--- config.mk ---
export PLATFORM = sky130hd
export DESIGN_NAME = kbiu_top
export DESIGN_NICKNAME = d
export VERILOG_FILES = /design/src/design/kbiu_pkg.sv /design/src/design/kbiu_pin_if.sv /design/src/design/kbiu_sync.sv /design/src/design/kbiu_top.sv
export SDC_FILE = /design/constraint.sdc
export NUM_CORES = 1
export LEC_CHECK = 0
export BUFFER_PORTS_ARGS = -buffer_cell sky130_fd_sc_hd__buf_2
export CAP_MARGIN = 20
export CORE_UTILIZATION = 52
export CTS_CLUSTER_DIAMETER = 30
export CTS_CLUSTER_SIZE = 10
export DETAILED_ROUTE_END_ITERATION = 8
export GPL_ROUTABILITY_DRIVEN = 0
export PLACE_DENSITY = 0.85
export SLEW_MARGIN = 10
export SYNTH_ARGS = -nofsm -noshare
export SYNTH_HDL_FRONTEND = slang
export SYNTH_SLANG_ARGS = --single-unit
export TNS_END_PERCENT = 20
--- constraint.sdc ---
create_clock -name CLK -period 4.07 [get_ports CLK]
set_clock_uncertainty 0.1 [all_clocks]
set_input_delay 0.6105 -clock CLK [delete_from_list [all_inputs] [get_ports CLK]]
set_output_delay 0.6105 -clock CLK [all_outputs]
set_load 0.01 [all_outputs]
--- src/design/kbiu_pkg.sv ---
/*
 * Package for the keyboard interrupt unit: register offsets, field
 * positions, reset values and the bus answer codes.
 * Assumes an AXI4-Lite master with 32-bit data and 8-bit register words.
 */
// Operation
// - Eight pins, own enables, one request
// - Enabled pin turns on its pull-up
// - Latch when pin falls, all were high
// - Edge mode: no latch if other low
// - Level mode: request held while pin low
// - Sensitivity bit, 1 level, reset 0
// - Level mode clears after ack and high
// - Edge mode: acknowledge clears at once
// - Vector fetch acts as acknowledge
// - Write-only acknowledge bit reads 0
// - Later falling edge latches fresh request
// - Mask bit blocks request, reset 0
// - Pending flag ignores mask, reset 0
// - Reset clears request even pin low
// - Enable forces pin to input
// - Enable register, one bit per pin
// - Status upper four bits read zero
// - Break blocks written ack unless clear enabled; vector fetch still clears
// - Active in wait, unmasked request wakes
package kbiu_pkg;
    localparam int          KBIU_PINS        = 8;
    localparam logic [3:0]  KBIU_OFS_SC      = 4'h0;
    localparam logic [3:0]  KBIU_OFS_EN      = 4'h4;
    localparam int          KBIU_BIT_SENS    = 0;
    localparam int          KBIU_BIT_MASK    = 1;
    localparam int          KBIU_BIT_ACK     = 2;
    localparam int          KBIU_BIT_PEND    = 3;
    localparam logic [7:0]  KBIU_RST_EN      = 8'h00;
    localparam logic        KBIU_RST_BIT     = 1'b0;
    localparam logic [1:0]  KBIU_RESP_OKAY   = 2'h0;
    localparam logic [1:0]  KBIU_RESP_SLVERR = 2'h2;
endpackage

--- src/design/kbiu_pin_if.sv ---
/*
 * Interface carrying the synchronised keyboard pin levels between the
 * synchroniser and the unit's core logic.
 * Assumes both ends run on the same bus clock.
 */
`timescale 1ns/100ps
`default_nettype none
interface kbiu_pin_if;
    logic [7:0] level;
    modport src (output level);
    modport dst (input level);
endinterface
`default_nettype wire

--- src/design/kbiu_sync.sv ---
/*
 * Two-stage synchroniser for the eight keyboard pins.
 * Assumes pins are asynchronous to CLK; first stage feeds only the second.
 */
`timescale 1ns/100ps
`default_nettype none
module kbiu_sync (
    input  wire logic   clk,
    input  wire logic   rst_n,
    input  wire logic   ce,
    input  wire logic [7:0] pin_in,
    kbiu_pin_if.src     pins
);
    logic [7:0] meta_reg;
    logic [7:0] sync_reg;

    // Reset to high so idle pulled-up keys show no edge
    always_ff @(posedge clk or negedge rst_n) begin
        if (!rst_n) begin
            meta_reg <= 8'hff;
            sync_reg <= 8'hff;
        end else if (ce) begin
            meta_reg <= pin_in;
            sync_reg <= meta_reg;
        end
    end

    assign pins.level = sync_reg;
endmodule
`default_nettype wire

--- src/design/kbiu_top.sv ---
/*
 * Keyboard interrupt unit: eight enabled pins, one shared request, pending
 * flag, acknowledge, mask, sensitivity select and AXI4-Lite registers.
 * Assumes CLK at 50 MHz, a vector-fetch pulse and break inputs from the
 * system integration unit, and port logic that uses the pull-up and
 * input-force outputs.
 */
`timescale 1ns/100ps
`default_nettype none
module kbiu_top (
    input  wire logic        CLK,
    input  wire logic        RST_N,
    input  wire logic        CE,
    input  wire logic [7:0]  PORT_A_PINS,
    input  wire logic        VECTOR_FETCH,
    input  wire logic        BREAK_STATE,
    input  wire logic        BREAK_CLEAR_ENABLE,
    input  wire logic [3:0]  AWADDR,
    input  wire logic        AWVALID,
    output logic             AWREADY,
    input  wire logic [31:0] WDATA,
    input  wire logic [3:0]  WSTRB,
    input  wire logic        WVALID,
    output logic             WREADY,
    output logic [1:0]       BRESP,
    output logic             BVALID,
    input  wire logic        BREADY,
    input  wire logic [3:0]  ARADDR,
    input  wire logic        ARVALID,
    output logic             ARREADY,
    output logic [31:0]      RDATA,
    output logic [1:0]       RRESP,
    output logic             RVALID,
    input  wire logic        RREADY,
    output logic [7:0]       PULLUP_EN,
    output logic [7:0]       FORCE_INPUT,
    output logic             KEY_IRQ,
    output logic             WAKE_REQ
);
    kbiu_pin_if pins ();

    kbiu_sync u_sync (
        .clk    (CLK),
        .rst_n  (RST_N),
        .ce     (CE),
        .pin_in (PORT_A_PINS),
        .pins   (pins)
    );

    logic [7:0] key_pin_enables_reg;
    logic       key_sensitivity_select_reg;
    logic       key_request_mask_reg;
    logic       req_reg;
    logic       all_high_reg;
    logic       ack_seen_reg;
    logic       aw_have_reg;
    logic       w_have_reg;
    logic [3:0] aw_addr_reg;
    logic [31:0] w_data_reg;
    logic [3:0] w_strb_reg;

    // Full-word decode shared by read and write sides
    function automatic logic hit(input logic [3:0] a, input logic [3:0] o);
        return a == o;
    endfunction

    // Write path: address and data taken in any order, answer after both
    logic       wr_go;
    logic       wr_sc;
    logic       wr_en;
    logic       wr_lane0;
    logic       ack_write;
    logic       ack_allowed;
    logic       vf_ack;
    logic       any_ack;
    assign wr_go     = aw_have_reg && w_have_reg && !BVALID;
    assign wr_lane0  = w_strb_reg[0];
    assign wr_sc     = wr_go && wr_lane0 && hit(aw_addr_reg,
                                                kbiu_pkg::KBIU_OFS_SC);
    assign wr_en     = wr_go && wr_lane0 && hit(aw_addr_reg,
                                                kbiu_pkg::KBIU_OFS_EN);
    assign ack_write = wr_sc && w_data_reg[kbiu_pkg::KBIU_BIT_ACK];
    assign ack_allowed = !BREAK_STATE || BREAK_CLEAR_ENABLE;
    assign vf_ack    = VECTOR_FETCH && KEY_IRQ;
    assign any_ack   = vf_ack || (ack_write && ack_allowed);

    // Pin view: only enabled pins take part
    logic       any_low;
    logic       fall;
    logic       req_next;
    logic       ack_seen_next;
    assign any_low  = |(key_pin_enables_reg & ~pins.level);
    assign fall     = any_low && all_high_reg;

    // Request latch; a fresh edge wins over a same-cycle acknowledge
    always_comb begin
        req_next      = req_reg;
        ack_seen_next = ack_seen_reg;
        if (key_sensitivity_select_reg) begin
            if (any_ack) begin
                ack_seen_next = 1'b1;
            end
            if (ack_seen_next && !any_low) begin
                req_next      = 1'b0;
                ack_seen_next = 1'b0;
            end
            if (any_low && !ack_seen_next) begin
                req_next = 1'b1;
            end
        end else begin
            ack_seen_next = 1'b0;
            if (any_ack) begin
                req_next = 1'b0;
            end
        end
        if (fall) begin
            req_next      = 1'b1;
            ack_seen_next = key_sensitivity_select_reg ? 1'b0 : 1'b0;
        end
    end

    // Latch state; reset drops it even with a pin held low
    always_ff @(posedge CLK or negedge RST_N) begin
        if (!RST_N) begin
            req_reg      <= kbiu_pkg::KBIU_RST_BIT;
            ack_seen_reg <= kbiu_pkg::KBIU_RST_BIT;
            all_high_reg <= 1'b1;
        end else if (CE) begin
            req_reg      <= req_next;
            ack_seen_reg <= ack_seen_next;
            all_high_reg <= !any_low;
        end
    end

    // Control registers
    always_ff @(posedge CLK or negedge RST_N) begin
        if (!RST_N) begin
            key_pin_enables_reg        <= kbiu_pkg::KBIU_RST_EN;
            key_sensitivity_select_reg <= kbiu_pkg::KBIU_RST_BIT;
            key_request_mask_reg       <= kbiu_pkg::KBIU_RST_BIT;
        end else if (CE) begin
            if (wr_en) begin
                key_pin_enables_reg <= w_data_reg[7:0];
            end
            if (wr_sc) begin
                key_sensitivity_select_reg <=
                    w_data_reg[kbiu_pkg::KBIU_BIT_SENS];
                key_request_mask_reg <=
                    w_data_reg[kbiu_pkg::KBIU_BIT_MASK];
            end
        end
    end

    // Pin-side and CPU-side outputs, all registered
    always_ff @(posedge CLK or negedge RST_N) begin
        if (!RST_N) begin
            PULLUP_EN   <= 8'h00;
            FORCE_INPUT <= 8'h00;
            KEY_IRQ     <= 1'b0;
            WAKE_REQ    <= 1'b0;
        end else if (CE) begin
            PULLUP_EN   <= key_pin_enables_reg;
            FORCE_INPUT <= key_pin_enables_reg;
            KEY_IRQ     <= req_next && !key_request_mask_reg;
            WAKE_REQ    <= req_next && !key_request_mask_reg;
        end
    end

    // Write channel capture and response
    always_ff @(posedge CLK or negedge RST_N) begin
        if (!RST_N) begin
            aw_have_reg <= 1'b0;
            w_have_reg  <= 1'b0;
            aw_addr_reg <= 4'h0;
            w_data_reg  <= 32'h0000_0000;
            w_strb_reg  <= 4'h0;
            AWREADY     <= 1'b1;
            WREADY      <= 1'b1;
            BVALID      <= 1'b0;
            BRESP       <= kbiu_pkg::KBIU_RESP_OKAY;
        end else if (CE) begin
            if (AWVALID && AWREADY) begin
                aw_have_reg <= 1'b1;
                aw_addr_reg <= AWADDR;
                AWREADY     <= 1'b0;
            end
            if (WVALID && WREADY) begin
                w_have_reg <= 1'b1;
                w_data_reg <= WDATA;
                w_strb_reg <= WSTRB;
                WREADY     <= 1'b0;
            end
            if (wr_go) begin
                BVALID      <= 1'b1;
                aw_have_reg <= 1'b0;
                w_have_reg  <= 1'b0;
                BRESP <= (hit(aw_addr_reg, kbiu_pkg::KBIU_OFS_SC) ||
                          hit(aw_addr_reg, kbiu_pkg::KBIU_OFS_EN))
                         ? kbiu_pkg::KBIU_RESP_OKAY
                         : kbiu_pkg::KBIU_RESP_SLVERR;
            end
            if (BVALID && BREADY) begin
                BVALID  <= 1'b0;
                AWREADY <= 1'b1;
                WREADY  <= 1'b1;
            end
        end
    end

    // Read data: pending flag live, acknowledge and top bits zero
    logic [7:0] sc_view;
    logic       rd_sc;
    logic       rd_en;
    logic       rd_was_sc_reg;
    assign sc_view = {4'h0, req_reg, 1'b0, key_request_mask_reg,
                      key_sensitivity_select_reg};
    assign rd_sc   = hit(ARADDR, kbiu_pkg::KBIU_OFS_SC);
    assign rd_en   = hit(ARADDR, kbiu_pkg::KBIU_OFS_EN);

    // Read channel: one answer the cycle after the address is taken
    always_ff @(posedge CLK or negedge RST_N) begin
        if (!RST_N) begin
            ARREADY <= 1'b1;
            RVALID  <= 1'b0;
            RDATA   <= 32'h0000_0000;
            RRESP   <= kbiu_pkg::KBIU_RESP_OKAY;
            rd_was_sc_reg <= 1'b0;
        end else if (CE) begin
            if (ARVALID && ARREADY) begin
                ARREADY <= 1'b0;
                rd_was_sc_reg <= rd_sc; // Lets checks tell status reads apart
                RVALID  <= 1'b1;
                RDATA   <= rd_sc ? {24'h000000, sc_view}
                         : rd_en ? {24'h000000, key_pin_enables_reg}
                         : 32'h0000_0000;
                RRESP   <= (rd_sc || rd_en) ? kbiu_pkg::KBIU_RESP_OKAY
                                            : kbiu_pkg::KBIU_RESP_SLVERR;
            end else if (RVALID && RREADY) begin
                RVALID  <= 1'b0;
                ARREADY <= 1'b1;
            end
        end
    end

    // Checks on the latch and outputs
    mask_gate_a: assert property (@(posedge CLK) disable iff (!RST_N)
        CE && $past(CE) && key_request_mask_reg && $past(key_request_mask_reg)
        |-> !KEY_IRQ) else $error("request passed the mask");
    edge_latch_a: assert property (@(posedge CLK) disable iff (!RST_N)
        CE && fall |=> req_reg) else $error("falling edge not latched");
    edge_ack_a: assert property (@(posedge CLK) disable iff (!RST_N)
        CE && !key_sensitivity_select_reg && any_ack && !fall |=> !req_reg)
        else $error("edge mode ack did not clear");
    level_hold_a: assert property (@(posedge CLK) disable iff (!RST_N)
        CE && key_sensitivity_select_reg && req_reg && any_low |=> req_reg)
        else $error("level request dropped while pin low");
    edge_block_a: assert property (@(posedge CLK) disable iff (!RST_N)
        CE && !key_sensitivity_select_reg && !req_reg && !all_high_reg
        && !fall |=> !req_reg) else $error("edge latched while pin low");
    break_hold_a: assert property (@(posedge CLK) disable iff (!RST_N)
        CE && BREAK_STATE && !BREAK_CLEAR_ENABLE && !vf_ack && req_reg
        && !ack_seen_reg
        |=> req_reg) else $error("ack cleared latch in break");
    ack_read_a: assert property (@(posedge CLK) disable iff (!RST_N)
        RVALID && rd_was_sc_reg
        |-> !RDATA[kbiu_pkg::KBIU_BIT_ACK] && RDATA[7:4] == 4'h0)
        else $error("ack or upper bits read non-zero");
    pullup_follow_a: assert property (@(posedge CLK) disable iff (!RST_N)
        CE |=> PULLUP_EN == $past(key_pin_enables_reg))
        else $error("pull-up does not follow enable");
    wake_a: assert property (@(posedge CLK) disable iff (!RST_N)
        WAKE_REQ == KEY_IRQ) else $error("wake differs from request");
    edge_cov: cover property (@(posedge CLK) disable iff (!RST_N)
        fall && !key_sensitivity_select_reg);
    level_cov: cover property (@(posedge CLK) disable iff (!RST_N)
        key_sensitivity_select_reg && ack_seen_reg && any_low);
    break_cov: cover property (@(posedge CLK) disable iff (!RST_N)
        ack_write && BREAK_STATE);
    vec_ack_cov: cover property (@(posedge CLK) disable iff (!RST_N)
        vf_ack);
    mask_cov: cover property (@(posedge CLK) disable iff (!RST_N)
        req_reg && key_request_mask_reg);

    // Level mode: set while low, cleared once ack and release both seen; then fresh edge over ack and edge-mode break clear
    level_set_a: assert property (@(posedge CLK) disable iff (!RST_N)
        CE && key_sensitivity_select_reg && any_low && !ack_seen_reg
        && !any_ack |=> req_reg)
        else $error("level request not set while pin low");
    level_clear_a: assert property (@(posedge CLK) disable iff (!RST_N)
        CE && key_sensitivity_select_reg && ack_seen_reg && !any_low
        |=> !req_reg)
        else $error("level request kept after ack and release");
    fresh_edge_a: assert property (@(posedge CLK) disable iff (!RST_N)
        CE && fall && any_ack |=> req_reg)
        else $error("edge lost to same-cycle ack");
    break_clear_a: assert property (@(posedge CLK) disable iff (!RST_N)
        CE && BREAK_STATE && BREAK_CLEAR_ENABLE && ack_write
        && !key_sensitivity_select_reg && !fall |=> !req_reg)
        else $error("enabled break ack did not clear");

    // Register and pin-side outputs
    en_write_a: assert property (@(posedge CLK) disable iff (!RST_N)
        CE && wr_en |=> key_pin_enables_reg == $past(w_data_reg[7:0]))
        else $error("enable write not stored");
    force_follow_a: assert property (@(posedge CLK) disable iff (!RST_N)
        CE |=> FORCE_INPUT == $past(key_pin_enables_reg))
        else $error("input force does not follow enable");
    pend_read_a: assert property (@(posedge CLK) disable iff (!RST_N)
        CE && ARVALID && ARREADY && rd_sc
        |=> RDATA[kbiu_pkg::KBIU_BIT_PEND] == $past(req_reg))
        else $error("pending flag read wrong");
    upper_zero_a: assert property (@(posedge CLK) disable iff (!RST_N)
        RVALID |-> RDATA[31:8] == 24'h000000)
        else $error("upper read bits not zero");

    // Bus channels: answers stand, readies stay low while one is open
    bvalid_hold_a: assert property (@(posedge CLK) disable iff (!RST_N)
        BVALID && !BREADY |=> BVALID && $stable(BRESP))
        else $error("write response dropped early");
    rvalid_hold_a: assert property (@(posedge CLK) disable iff (!RST_N)
        RVALID && !RREADY |=> RVALID && $stable(RDATA))
        else $error("read data dropped early");
    ready_block_a: assert property (@(posedge CLK) disable iff (!RST_N)
        BVALID |-> !AWREADY && !WREADY)
        else $error("write ready high with response open");
    ar_block_a: assert property (@(posedge CLK) disable iff (!RST_N)
        RVALID |-> !ARREADY)
        else $error("read ready high with data open");
    slverr_a: assert property (@(posedge CLK) disable iff (!RST_N)
        CE && wr_go && !hit(aw_addr_reg, kbiu_pkg::KBIU_OFS_SC)
        && !hit(aw_addr_reg, kbiu_pkg::KBIU_OFS_EN)
        |=> BRESP == kbiu_pkg::KBIU_RESP_SLVERR)
        else $error("unmapped write not refused");

    // Clock enable low holds every register where it is
    freeze_a: assert property (@(posedge CLK) disable iff (!RST_N)
        !CE |=> $stable(req_reg) && $stable(key_pin_enables_reg)
        && $stable(KEY_IRQ) && $stable(BVALID) && $stable(RVALID))
        else $error("state moved with clock enable low");
endmodule
`default_nettype wire

**Word-level counts from Yosys, hierarchy flattened**

Index checks and enable logic that the tools add are counted.

- Register bits after elaboration: 94
- Bits of input ports: 63
- Output and inout bits: 59
- Word-level logic and storage cells: 103

- Equality and inequality tests: 2
- Mux-type cells: 29
- Bitwise operators: 2
- Reduce and logical (&&, ||, !) cells: 47

Operators with widths:

| operator | number |
|---|---|
| $mux W1 | 25 |
| $reduce_and A2 Y1 | 12 |
| $logic_and A1 B1 Y1 | 17 |
| $mux W8 | 2 |
| $reduce_bool A2 Y1 | 6 |
| $and A8 B8 Y8 | 1 |
| $eq A4 B3 Y1 const B | 2 |
| $logic_not A4 Y1 | 2 |
| $not A8 Y8 | 1 |
| $reduce_or A8 Y1 | 1 |
| $logic_not A1 Y1 | 5 |
| $logic_or A1 B1 Y1 | 4 |
| $mux W2 | 2 |

**Depth between registers and ports, before layout**

- Depth in word-level cells: 18
- Gate-level depth with buffers: 6
- Gate-level depth less buffers: 5

**By module**

Synthesis repeated with hierarchy kept, for this count alone.

- Cell total of the unflattened synthesis: 239
- Area total of the unflattened synthesis: 3146.8 sq um

Modules (own cells, without submodules):

| module | instances | cells each | area an instance (sq um) |
|---|---|---|---|
| kbiu_top | 1 | 205 | 2477.4 |
| kbiu_sync | 1 | 34 | 669.4 |

**Least setup slack after synthesis**

OpenSTA, ideal clock, no wires.

- Path kind: input-to-reg
- Start point: in CE
- End point: reg RDATA[2]
- Arrival: 1.781 ns
- Required time: 3.904 ns
- Path slack: 2.123 ns
- Stages: 5
- Path buffers: 1
- Cell sequence: clkbuf_1 -> nand3_1 -> or4_1 -> nor2_1 -> a22o_1

- Word-level cells in the longest chain between the ends: 1

Ends and longest elaborated chain:

| element | line | source |
|---|---|---|
| start: declaration | kbiu_top.sv:13 | `input wire logic CE,` |
| $reduce_and A2 Y1 (no line) | -- |  |
| end signal: assignment | kbiu_top.sv:233 | `RDATA <= rd_sc ? {24'h000000, sc_view}` |
| end: declaration | kbiu_top.sv:31 | `output logic [31:0] RDATA,` |

No other way between the ends.
A chain may end at the register's enable or synchronous reset.

**Worst setup path after layout**

- Start point: in CE
- End point: reg key_pin_enables_reg[2]

- Word-level cells in the longest chain between the ends: 1

Ends and longest elaborated chain:

| element | line | source |
|---|---|---|
| $reduce_and A2 Y1 (no line) | -- |  |
| end signal: assignment | kbiu_top.sv:138 | `key_pin_enables_reg <= kbiu_pkg::KBIU_RST_EN;` |
| end signal: assignment | kbiu_top.sv:143 | `key_pin_enables_reg <= w_data_reg[7:0];` |
| end: declaration | kbiu_top.sv:50 | `logic [7:0] key_pin_enables_reg;` |

No other way between the ends.

==> results.cfg <==
[setup_path]
required_ps = 4190
endpoint_kind = flop
critPathLaunchType = input port
cp_num_buf_inv = 2
crit_fanout = 35
arrival_ps = 2310
worstPathCellList = buf_2, buf_4, nand4_1, nor2_1, nand2_1, mux2_2
worstSetupPathType = input port to flop
crit_family = simple AND/OR/NAND/NOR gates
slowest_delay_ps = 400
worst_path_max_delay_cell = buf_4

[power_and_ir_drop]
vdd_drop_max_mv = 0.3540
intPower_uw = 1458
finalPower_uw = 2103
p_sw_share_pct = 30.65
p_comb_share_pct = 25.0
seqPwrFrac_pct = 50.1
p_per_area_nw_per_um2 = 596.6
p_clk_share_pct = 25.0
leakage_uw = 0.001790
p_sw_uw = 644.6

[clock_network]
cts_sinks = 68
clock_path_buffers = 2
cts_tree = built
cts_made_buffers = 9
clock-root-buffer = clkbuf_8
cts_hold_buf = 0
htreeDepth = 3
ctsResizeCount = 0
clkTransAtPathRegs_ps = 70
cts_setup_buffers = 0
clock_latency_ps = 340

[synthesis]
ys_ff_latch = 68
syn-instance-count = 242
synth_cell_types = 28
ys_seq_area_share_pct = 56.58
mappedNetlistArea_um2 = 3052
syn_area_per_cell_um2 = 12.61
yosysWarnings = 0

[status]
outcome = finished clean

[timing]
maxSlewHeadroom_pct = 45.79
finalSetupViolCount = 0
post-route-period-util_pct = 53.73
tns_ps = 0
tightest_slew_ps = 792.7
rsz0062_at_grt = no
fin_hold_ws_ps = 75.13
max_freq_ghz = 0.4573
final_max_slew_viol_count = 0
min_period_ps = 2187
hold_viol_final = 0

[layout]
syn_to_final_growth_pct = 15.50
nFillCells = 459
final_cell_mix = buf_2 (68), dfrtp_1 (48), mux2_2 (45)
num-nets-final = 372
layout.cells.non_filler = 386
layout.cells.most_common = buf_2
num_antenna_cells = 0
drive_gt1_share_pct = 49.36

[place]
place_inst = 369
portBuffers = 68
dpl.hpwl_um = 3951

[global_route]
grtUsageMet2_pct = 32.96
busiest_layer = met2
grt_max_degree = 50
grt_pass1_vias = 1935
grt_use_met1_pct = 25.00
antenna_found_initial = 0
grt-ovfl-total = 0
use_met3_pct = 4.302
grt_pass1_wl_um = 9190
track_usage_pct = 19.92

[route]
drtPass1Iterations = 4
wirelength_um = 5546
wl_per_cell_um = 14.37
final_antenna_net_count = 0
drt_first_iter_violations = 65
vias = 1958
drc = 0
vias_per_cell = 5.073

[floorplanning]
die_y_um = 78.61
die_area_um2 = 6179
pin_count = 122
rows = 27
die_x_um = 78.61
start_util_pct = 54.75
core_area_um2 = 5574

[run]
max-cap-violations = 0

[worst_hold_path]
hp-class = input port to async pin
[kinds of logic (layout without fill, tap and decap cells)]
family / count (synthesis) / in the layout / synth area share (%)
AO/OA/AOI/OAI: 29 / 29 / 6.929
flip-flops: 68 / 68 / 56.58
multiplexers: 48 / 48 / 17.59
other: 1 / 26 / 0.1229
buffers and inverters: 49 / 96 / 10.33
AND/OR/NAND/NOR: 47 / 47 / 8.446
[worst paths after layout]
check,end,start,cells past startpoint,slack (ps)
setup reg to reg,req_reg,u_sync.pins.level[6],5,1990
max in group asynchronous,ARREADY,RST_N,2,3140
hold / removal,w_strb_reg[0],RST_N,1,80
hold reg to reg,AWREADY,AWREADY,2,370
setup / recovery,key_pin_enables_reg[2],CE,6,1880
min in group CLK,ARREADY,ARVALID,2,350
[layer usage]
layer	up-vias	share of wire (%)
li1	912	-
met1	951	44
met2	90	49
met3	5	6.1
met4	0	0.74
met5	-	0
[cell usage after synthesis]
cell type / count / area [µm²]
a2111oi_0: 2 / 17.52
a21boi_0: 5 / 37.54
a21oi_1: 4 / 20.02
a221oi_2: 1 / 15.01
a22o_1: 5 / 43.79
a2bb2oi_1: 1 / 8.760
a31oi_1: 2 / 12.51
a41oi_2: 1 / 16.27
and2_1: 1 / 6.260
buf_4: 35 / 262.8
clkbuf_1: 6 / 22.52
conb_1: 1 / 3.750
dfrtp_1: 48 / 1201
dfstp_2: 20 / 525.5
inv_1: 8 / 30.03
mux2_2: 45 / 506.7
mux2i_1: 3 / 30.03
nand2_1: 19 / 71.32
nand3_1: 6 / 30.03
nand4_1: 2 / 12.51
nor2_1: 2 / 7.510
nor2b_1: 12 / 75.07
nor3_1: 2 / 10.01
nor4b_4: 1 / 23.77
o21ai_0: 7 / 35.03
o21ai_1: 1 / 5.000
or4_1: 1 / 7.510
or4b_4: 1 / 13.76
[area by class of cell]
class	instances	area (µm²)	area share [%]
timing repair buffer	72	382.9	10.86
inverter	8	30.03	0.8520
sequential	68	1727	48.99
tap	72	90.09	2.556
clock buffer	15	186.4	5.289
clock inverter	1	5.005	0.1420
multi-input combinational	150	1104	31.31
[per-stage QoR]
| stage | utilization [%] | cell area, µm² | setup slack, ps |
|---|---|---|---|
| 6_report | 63.23 | 3525 | 1883 |
| 5_1_grt | 63.23 | 3525 | 1654 |
| 4_1_cts | 62.87 | 3505 | 1852 |
| 3_5_place_dp | 59.44 | 3313 | 1515 |
| 3_3_place_gp | 59.44 | 3313 | 1530 |
| 2_1_floorplan | - | 3146 | 2123 |
[power by group through the flow]
stage	combinational [µW]	sequential [µW]	clock (µW)
2_1_floorplan	402	1040	0
6_report	525	1050	525
3_3_place_gp	505	1050	0
4_1_cts	527	1050	533
5_1_grt	581	1080	566
3_5_place_dp	525	1060	0
(Power assumes the default switching activity.)
